## src/rtl/hrw_pkg.sv

```systemverilog
// Purpose: Shared constants of the hibernation RTC and wake block
// Assumes: APB, 32-bit data, byte addresses
// Notes:   Offsets, field positions and reset values
package hrw_pkg;
   localparam logic [11:0] OFF_CTRL     = 12'h000;
   localparam logic [11:0] OFF_SECONDS  = 12'h004;
   localparam logic [11:0] OFF_MATCH    = 12'h008;
   localparam logic [11:0] OFF_SUBSEC   = 12'h00c;
   localparam logic [11:0] OFF_SUBMATCH = 12'h010;
   localparam logic [11:0] OFF_TRIM     = 12'h014;
   localparam logic [11:0] OFF_RAWSTAT  = 12'h018;
   localparam logic [11:0] OFF_MASK     = 12'h01c;
   localparam logic [11:0] OFF_MASKSTAT = 12'h020;
   localparam logic [11:0] OFF_STATUS   = 12'h024;

   localparam int CTRL_RTC_EN   = 0;
   localparam int CTRL_WAKE_PIN = 1;
   localparam int CTRL_WAKE_RTC = 2;
   localparam int CTRL_HIB_REQ  = 3;

   localparam int EV_RTC_MATCH  = 0;
   localparam int EV_PIN_WAKE   = 1;
   localparam int EV_W          = 2;

   localparam int ST_REG_ON     = 0;
   localparam int ST_HIBERNATE  = 1;

   localparam int SUB_W         = 15;
   localparam int PREDIV_W      = 16;
   localparam logic [PREDIV_W-1:0] TRIM_NOMINAL = 16'h7fff;
   localparam logic [PREDIV_W-1:0] PREDIV_RESET = 16'h0000;
   localparam logic [5:0]  TRIM_PERIOD_SEC = 6'h3f;
   localparam logic [31:0] SECONDS_RESET   = 32'h0000_0000;
   localparam logic [31:0] MATCH_RESET     = 32'hffff_ffff;
   localparam logic [SUB_W-1:0] SUBMATCH_RESET = 15'h0000;
endpackage : hrw_pkg

```

## src/rtl/hrw_rtc_wake.sv

```systemverilog
// Purpose: Always-on RTC with match, trim and wake control, APB slave
// Assumes: 32768 Hz time source and wake pin asynchronous to pclk
// Notes:   One wait state on every APB access
//
// Functional notes
// - Seconds counter advances once per second from the divided time source.
// - Readable sub-second count in 1/32768 s units runs beside seconds.
// - Seconds match compare raises interrupt and/or wake as configured.
// - Match fires only when seconds and sub-second match both equal time.
// - Predivider divides the time source into a one-second tick.
// - Trim value is applied to the predivider once every 64 seconds.
// - Trim register readable and writable, nominal value 0x7fff.
// - Pin and RTC wake enables are independent and readable.
// - With pin wake enabled, asserted wake input ends hibernation.
// - With RTC wake enabled, an RTC match ends hibernation.
// - Hibernate request turns regulator off; enabled wake turns it on.
`timescale 1ns/1ns
`default_nettype none
module hrw_rtc_wake (
   input  wire logic        pclk,
   input  wire logic        presetn,
   input  wire logic        psel,
   input  wire logic        penable,
   input  wire logic        pwrite,
   input  wire logic [11:0] paddr,
   input  wire logic [31:0] pwdata,
   output var  logic [31:0] prdata,
   output var  logic        pready,
   output var  logic        pslverr,
   input  wire logic        clk32_in,
   input  wire logic        wake_pin,
   output var  logic        regulator_en,
   output var  logic        irq
);
   import hrw_pkg::*;

   function automatic logic hit(input logic [11:0] a, input logic [11:0] off);
      hit = (a == off);
   endfunction : hit

   ////////////////////////////////////////////////////////////////////
   // APB decode
   logic        pready_reg;
   logic        pslverr_reg;
   logic [31:0] prdata_reg;
   logic [31:0] rdata_next;
   logic        mapped;
   // First access cycle; the one after it carries the answer
   wire         acc_first = psel & penable & ~pready_reg;
   wire         acc     = psel & penable & pready_reg;
   wire         wr      = acc & pwrite;
   wire         wr_ctrl = wr & hit(paddr, OFF_CTRL);
   wire         wr_sec  = wr & hit(paddr, OFF_SECONDS);
   wire         wr_mat  = wr & hit(paddr, OFF_MATCH);
   wire         wr_smat = wr & hit(paddr, OFF_SUBMATCH);
   wire         wr_trim = wr & hit(paddr, OFF_TRIM);
   wire         wr_raw  = wr & hit(paddr, OFF_RAWSTAT);
   wire         wr_mask = wr & hit(paddr, OFF_MASK);

   ////////////////////////////////////////////////////////////////////
   // State
   logic                rtc_en_reg;
   logic                wake_on_pin_enable_reg;
   logic                wake_on_rtc_match_enable_reg;
   logic                hibernate_reg;
   logic                regulator_en_reg;
   logic [31:0]         seconds_reg;
   logic [31:0]         match_reg;
   logic [SUB_W-1:0]    submatch_reg;
   logic [PREDIV_W-1:0] trim_reg;
   logic [PREDIV_W-1:0] prediv_reg;
   logic [EV_W-1:0]     raw_reg;
   logic [EV_W-1:0]     mask_reg;
   logic                irq_reg;
   logic                eq_d_reg;
   logic [2:0]          clk32_sync_reg;
   logic [2:0]          pin_sync_reg;

   ////////////////////////////////////////////////////////////////////
   // Time source and pin synchronisers
   // Bit 0 feeds only bit 1; edges are taken from bits 1 and 2
   always_ff @(posedge pclk or negedge presetn) begin
      if (!presetn) begin
         clk32_sync_reg <= 3'h0;
      end else begin
         clk32_sync_reg <= {clk32_sync_reg[1:0], clk32_in};
      end
   end

   always_ff @(posedge pclk or negedge presetn) begin
      if (!presetn) begin
         pin_sync_reg <= 3'h0;
      end else begin
         pin_sync_reg <= {pin_sync_reg[1:0], wake_pin};
      end
   end

   wire tick32    = clk32_sync_reg[1] & ~clk32_sync_reg[2];
   wire pin_level = pin_sync_reg[1];
   wire pin_rise  = pin_sync_reg[1] & ~pin_sync_reg[2];

   ////////////////////////////////////////////////////////////////////
   // Predivider and counters
   // Trim takes the place of the nominal terminal count once per 64 s
   wire [PREDIV_W-1:0] prediv_limit =
      (seconds_reg[5:0] == TRIM_PERIOD_SEC) ? trim_reg : TRIM_NOMINAL;
   wire sec_tick = rtc_en_reg & tick32 & (prediv_reg >= prediv_limit);
   wire [PREDIV_W-1:0] prediv_next =
      wr_sec   ? PREDIV_RESET :
      sec_tick ? PREDIV_RESET :
      (rtc_en_reg & tick32) ? prediv_reg + 16'h0001 : prediv_reg;
   wire [31:0] seconds_next =
      wr_sec   ? pwdata :
      sec_tick ? seconds_reg + 32'h0000_0001 : seconds_reg;

   ////////////////////////////////////////////////////////////////////
   // Match and events
   // Compare on both fields so a match lands on one sub-second step
   wire time_eq  = (seconds_reg == match_reg) &
                   (prediv_reg[SUB_W-1:0] == submatch_reg);
   wire match_ev = rtc_en_reg & time_eq & ~eq_d_reg;
   wire [EV_W-1:0] ev_set = {pin_rise, match_ev};
   wire [EV_W-1:0] ev_clr = wr_raw ? pwdata[EV_W-1:0] : '0;
   // An event in the clearing cycle survives the clear
   wire [EV_W-1:0] raw_next  = (raw_reg & ~ev_clr) | ev_set;
   wire [EV_W-1:0] mask_next = wr_mask ? pwdata[EV_W-1:0] : mask_reg;
   wire            irq_next  = |(raw_next & mask_next);

   ////////////////////////////////////////////////////////////////////
   // Wake control
   wire wake_now = (wake_on_pin_enable_reg & pin_level)
                 | (wake_on_rtc_match_enable_reg & match_ev);
   wire hib_req  = wr_ctrl & pwdata[CTRL_HIB_REQ];
   // A pending wake condition cancels the request rather than losing it
   wire hibernate_next = wake_now ? 1'b0 :
                         hib_req  ? 1'b1 : hibernate_reg;

   ////////////////////////////////////////////////////////////////////
   // Read mux
   always_comb begin
      rdata_next = 32'h0000_0000;
      mapped     = 1'b1;
      unique case (paddr)
         OFF_CTRL: begin
            rdata_next[CTRL_RTC_EN]   = rtc_en_reg;
            rdata_next[CTRL_WAKE_PIN] = wake_on_pin_enable_reg;
            rdata_next[CTRL_WAKE_RTC] = wake_on_rtc_match_enable_reg;
         end
         OFF_SECONDS:  rdata_next = seconds_reg;
         OFF_MATCH:    rdata_next = match_reg;
         OFF_SUBSEC:   rdata_next[SUB_W-1:0] = prediv_reg[SUB_W-1:0];
         OFF_SUBMATCH: rdata_next[SUB_W-1:0] = submatch_reg;
         OFF_TRIM:     rdata_next[PREDIV_W-1:0] = trim_reg;
         OFF_RAWSTAT:  rdata_next[EV_W-1:0] = raw_reg;
         OFF_MASK:     rdata_next[EV_W-1:0] = mask_reg;
         OFF_MASKSTAT: rdata_next[EV_W-1:0] = raw_reg & mask_reg;
         OFF_STATUS: begin
            rdata_next[ST_REG_ON]    = ~hibernate_reg;
            rdata_next[ST_HIBERNATE] = hibernate_reg;
         end
         default:      mapped = 1'b0;
      endcase
   end

   ////////////////////////////////////////////////////////////////////
   // APB answer: one wait state, data and error registered
   // Data is zero outside a read answer, so no stale word leaks out
   always_ff @(posedge pclk or negedge presetn) begin
      if (!presetn) begin
         pready_reg <= 1'b0;
      end else begin
         pready_reg <= acc_first;
      end
   end

   always_ff @(posedge pclk or negedge presetn) begin
      if (!presetn) begin
         pslverr_reg <= 1'b0;
      end else begin
         pslverr_reg <= acc_first & ~mapped;
      end
   end

   always_ff @(posedge pclk or negedge presetn) begin
      if (!presetn) begin
         prdata_reg <= 32'h0000_0000;
      end else begin
         prdata_reg <= (acc_first & ~pwrite) ? rdata_next : 32'h0000_0000;
      end
   end

   ////////////////////////////////////////////////////////////////////
   // Configuration registers
   always_ff @(posedge pclk or negedge presetn) begin
      if (!presetn) begin
         rtc_en_reg                   <= 1'b0;
         wake_on_pin_enable_reg       <= 1'b0;
         wake_on_rtc_match_enable_reg <= 1'b0;
      end else if (wr_ctrl) begin
         rtc_en_reg                   <= pwdata[CTRL_RTC_EN];
         wake_on_pin_enable_reg       <= pwdata[CTRL_WAKE_PIN];
         wake_on_rtc_match_enable_reg <= pwdata[CTRL_WAKE_RTC];
      end
   end

   always_ff @(posedge pclk or negedge presetn) begin
      if (!presetn) begin
         match_reg <= MATCH_RESET;
      end else if (wr_mat) begin
         match_reg <= pwdata;
      end
   end

   always_ff @(posedge pclk or negedge presetn) begin
      if (!presetn) begin
         submatch_reg <= SUBMATCH_RESET;
      end else if (wr_smat) begin
         submatch_reg <= pwdata[SUB_W-1:0];
      end
   end

   // Takes effect in the next second 63 of the count, not at once
   always_ff @(posedge pclk or negedge presetn) begin
      if (!presetn) begin
         trim_reg <= TRIM_NOMINAL;
      end else if (wr_trim) begin
         trim_reg <= pwdata[PREDIV_W-1:0];
      end
   end

   ////////////////////////////////////////////////////////////////////
   // Time, events and power
   always_ff @(posedge pclk or negedge presetn) begin
      if (!presetn) begin
         seconds_reg <= SECONDS_RESET;
      end else begin
         seconds_reg <= seconds_next;
      end
   end

   always_ff @(posedge pclk or negedge presetn) begin
      if (!presetn) begin
         prediv_reg <= PREDIV_RESET;
      end else begin
         prediv_reg <= prediv_next;
      end
   end

   // Delayed equality turns the match into a one-cycle event
   always_ff @(posedge pclk or negedge presetn) begin
      if (!presetn) begin
         eq_d_reg <= 1'b0;
      end else begin
         eq_d_reg <= time_eq;
      end
   end

   always_ff @(posedge pclk or negedge presetn) begin
      if (!presetn) begin
         raw_reg <= '0;
      end else begin
         raw_reg <= raw_next;
      end
   end

   always_ff @(posedge pclk or negedge presetn) begin
      if (!presetn) begin
         mask_reg <= '0;
      end else begin
         mask_reg <= mask_next;
      end
   end

   always_ff @(posedge pclk or negedge presetn) begin
      if (!presetn) begin
         irq_reg <= 1'b0;
      end else begin
         irq_reg <= irq_next;
      end
   end

   // Own flop for the regulator pin, so no inverter sits behind it
   always_ff @(posedge pclk or negedge presetn) begin
      if (!presetn) begin
         hibernate_reg    <= 1'b0;
         regulator_en_reg <= 1'b1;
      end else begin
         hibernate_reg    <= hibernate_next;
         regulator_en_reg <= ~hibernate_next;
      end
   end

   assign prdata       = prdata_reg;
   assign pready       = pready_reg;
   assign pslverr      = pslverr_reg;
   assign irq          = irq_reg;
   assign regulator_en = regulator_en_reg;
endmodule : hrw_rtc_wake
`default_nettype wire

```

## config.mk

```make
export PLATFORM = sky130hd
export DESIGN_NAME = hrw_rtc_wake
export DESIGN_NICKNAME = d
export VERILOG_FILES = /design/src/rtl/hrw_pkg.sv /design/src/rtl/hrw_rtc_wake.sv
export SDC_FILE = /design/constraint.sdc
export NUM_CORES = 1
export LEC_CHECK = 0
export ABC_AREA = 0
export BUFFER_PORTS_ARGS = -buffer_cell sky130_fd_sc_hd__clkbuf_2
export CELL_PAD_IN_SITES_DETAIL_PLACEMENT = 1
export CELL_PAD_IN_SITES_GLOBAL_PLACEMENT = 1
export CORE_MARGIN = 2
export CORE_UTILIZATION = 47
export DETAILED_ROUTE_END_ITERATION = 10
export PLACE_DENSITY_LB_ADDON = 0.12
export SYNTH_ARGS = -nofsm -noshare
export SYNTH_HDL_FRONTEND = slang
export SYNTH_SLANG_ARGS = --single-unit
```

## constraint.sdc

```tcl
create_clock -name pclk -period 4.15 [get_ports pclk]
set_input_delay 0.2075 -clock pclk [delete_from_list [all_inputs] [get_ports pclk]]
set_output_delay 0.2075 -clock pclk [all_outputs]
set_load 0.05 [all_outputs]
```

==> reports/metrics.cfg <==
[status]
outcome = completed

[global_route]
grt_overflow = 0
grtUsageTotal_pct = 28.3
grt_pass1_wl_um = 42900
grt_antenna_before_repair = 0
grt_pass1_vias = 7535
grt_max_degree = 91

[power]
power.density_nw_per_um2 = 339
power_frac_clock_pct = 48.3
leakage_uw = 0.00448
internal_power_uw = 2620
ir_worst_vdd_mv = 0.243
seqPwrFrac_pct = 46.7
combPwrFrac_pct = 5.0
switching_share_pct = 23.1
netSwitchingPower_uw = 786

[sta]
timing.final.ws_setup_ns = 0.683
fmax_ghz = 0.288
rsz0062_at_grt = no
period_minus_slack_ns = 3.47
tightest_slew_ns = 0.865
min_period_over_period_pct = 83.5
maxSlewViolCount = 0
final.setup_skew_ns = 0.00940
holdWs_ns = 0.0132
maxSlewHeadroom_pct = 41.6
setup_viol = 0
final_hold_viol_count = 0
setup_tns_ns = 0

[yosys]
synth_area_um2 = 8790
synthMuxAreaShare_pct = 9.42
synthCells = 824
synth_top_family_by_area = simple AND/OR/NAND/NOR gates
synthSimpleGateAreaFrac_pct = 15.3
synth_top_area_cell = dfrtp_1
synthAdderAreaFrac_pct = 2.56
synth_xor_area_share_pct = 8.37
synth.area.top_cells = dfrtp_1 (32%), dfstp_2 (14%), mux2_1 (6.0%), xor2_1 (5.0%), nor2_1 (3.7%)
synth-seq-cells = 162
syn_avg_cell_area_um2 = 10.7
ys_seq_area_share_pct = 46.8
ys.flop_type = dfrtp_1
ys_warn_count = 0
syn-num-nets = 893
synth_edf_count = 0
async_flop_share_pct = 100
synth_compound_area_share_pct = 13.7
yosys.area.top_type_share_pct = 32.5
yosysUniqueCellTypes = 70

[route]
drt-wirelength-per-cell_um = 23.8
drtAntennaViolNets = 0
drt_iter0_drc = 505
vias = 6890
viasPerCell = 6.05
drc = 0
dr.pass1.iters = 5
wl_um = 27100

[place]
dp_slack_ns = 0.666
hpwlAfterDp_um = 19200
portBuffers = 86
place.gp.congestion = 0.909
dp.cells = 1103

[cts]
clk-insertion-delay-late_ns = 0.43
clock_sink_count = 162
clk_pin_slew_ns = 0.07
cts_tree = built
ctsRootBufferMaster = clkbuf_16
cts_setup_buffers = 0
clk_path_buf_depth = 2
cts.htree.levels = 4
cts_buffers = 17

[worst_hold_path]
worstHoldPathCells = 2
holdPathEnd = match_reg[20]$_DFFE_PN1P_
hold_class = input port to flop
hold_start = pwdata[20]

[layout]
seqCellArea_um2 = 4110
final_layout_size_suffix_gt1_share_pct = 26.3
fillCellCount = 2040
area_delta_synth_final_pct = 14.4
instances_no_fill = 1138
multi_input_area_um2 = 4360
num_antenna_cells = 0
final_nets = 960

[floorplan]
start_util_pct = 47.5
core_area_um2 = 18500
row_count = 50
die_h_um = 141
die_x_um = 141
num_io_pins = 87
die_area_um2 = 19800

[setup_path]
worst_r2r_startpoint = seconds_reg[1]$_DFFE_PN0P_
crit_fanout = 15
reg2reg_slack_ns = 0.68
cp-start-kind = flop
critical_path.endpoint_type = flop
critPathKind = flop to flop
required_ns = 4.45
cp.arrival_ns = 3.76
r2r-end = prediv_reg[9]$_DFFE_PN0P_
reg2reg_depth = 12

[run]
cap_violations = 0

power groups by stage:
| stage | Combinational [uW] | Clock (uW) | Sequential [uW] |
|---|---|---|---|
| after global placement | 162 | 0 | 1620 |
| after global routing | 185 | 1740 | 1590 |
| final | 169 | 1640 | 1590 |
| after CTS | 172 | 1670 | 1590 |
| after detailed placement | 168 | 0 | 1620 |
| after floorplan | 64.7 | 0 | 1620 |
worst max path at each step:
stage | start | endpoint | depth (start not counted)
floorplan | seconds_reg[0]$_DFFE_PN0P_ | seconds_reg[29]$_DFFE_PN0P_ | 15
finish | seconds_reg[1]$_DFFE_PN0P_ | prediv_reg[9]$_DFFE_PN0P_ | 12
global route | seconds_reg[0]$_DFFE_PN0P_ | prediv_reg[11]$_DFFE_PN0P_ | 12
CTS | seconds_reg[0]$_DFFE_PN0P_ | prediv_reg[11]$_DFFE_PN0P_ | 12
global placement | seconds_reg[0]$_DFFE_PN0P_ | prediv_reg[13]$_DFFE_PN0P_ | 12
detailed placement | seconds_reg[0]$_DFFE_PN0P_ | prediv_reg[11]$_DFFE_PN0P_ | 12
final cells by class:
| class | instances | share of cell area (%) |
|---|---|---|
| inverter | 22 | 0.821 |
| sequential | 162 | 40.9 |
| clock buffer | 21 | 4.58 |
| tap | 234 | 2.91 |
| clock inverter | 11 | 1.48 |
| timing repair buffer | 103 | 5.94 |
| multi-input combinational | 585 | 43.3 |
cells by family after synthesis:
logic type | after synthesis
AND/OR/NAND/NOR | 257
XOR/XNOR | 84
AO/OA/AOI/OAI | 154
flip-flops | 162
buffers and inverters | 77
multiplexers | 72
adder cells (fa/ha/maj) | 18
stage by stage:
step                utilization, %  total power [uW]  instance area [um2]
finish                        54.3              3400                10100
global route                  54.3              3510                10100
floorplan                        -              1690                 8790
CTS                           54.3              3430                10100
detailed placement            50.8              1790                 9410
global placement              50.8              1780                 9410
layout by cell type (no fill, tap or decap), types with 17 or more instances in the layout:
cell,Yosys,routed
nand2_1,55,54
nand3_1,19,19
inv_1,22,22
dfstp_2,48,48
ha_1,18,18
xor2_1,50,50
mux2_1,47,47
mux2_2,19,19
dfrtp_1,114,114
xnor2_1,34,34
clkbuf_2,1,85
clkbuf_16,0,17
nor2_1,87,87
a21oi_1,42,41
cells in the mapped netlist (all sizes together), types with 7 or more instances:
| cell | count |
|---|---|
| a22oi | 16 |
| nor3 | 14 |
| buf | 24 |
| nand2 | 58 |
| nand3 | 23 |
| nor2 | 88 |
| clkbuf | 31 |
| ha | 18 |
| xor2 | 50 |
| nand4 | 13 |
| a31oi | 13 |
| mux2 | 66 |
| a2111oi | 19 |
| xnor2 | 34 |
| nor2b | 7 |
| a211oi | 11 |
| a222oi | 15 |
| nor4 | 15 |
| dfrtp | 114 |
| dfstp | 48 |
| o21ai | 12 |
| inv | 22 |
| a21oi | 42 |
routing by layer:
layer	vias up	GRT usage (%)	routed length (um)
met5	-	0	0
met2	176	47.9	13500
met1	3560	37.7	12000
met3	33	4.31	1030
li1	3121	-	-
met4	0	8.47	533
critical path: stages, from the launching register on:
cell      delay (ns)
dfrtp_1         0.44
ha_1            0.21
nand3_1         0.14
or2_2           0.47
nor2_1          0.16
ha_1            0.16
nand4_1         0.15
a211oi_1        0.26
a32oi_2         0.19
buf_4           0.20
a21oi_1         0.47
or2_1           0.39
nor2_1          0.10
timing repair:
item | in CTS | in global routing
hold buffers | 3 | 0
hold endpoints to repair | 60 | 0
resized for setup | 0 | 0
(Power assumes the default switching activity.)
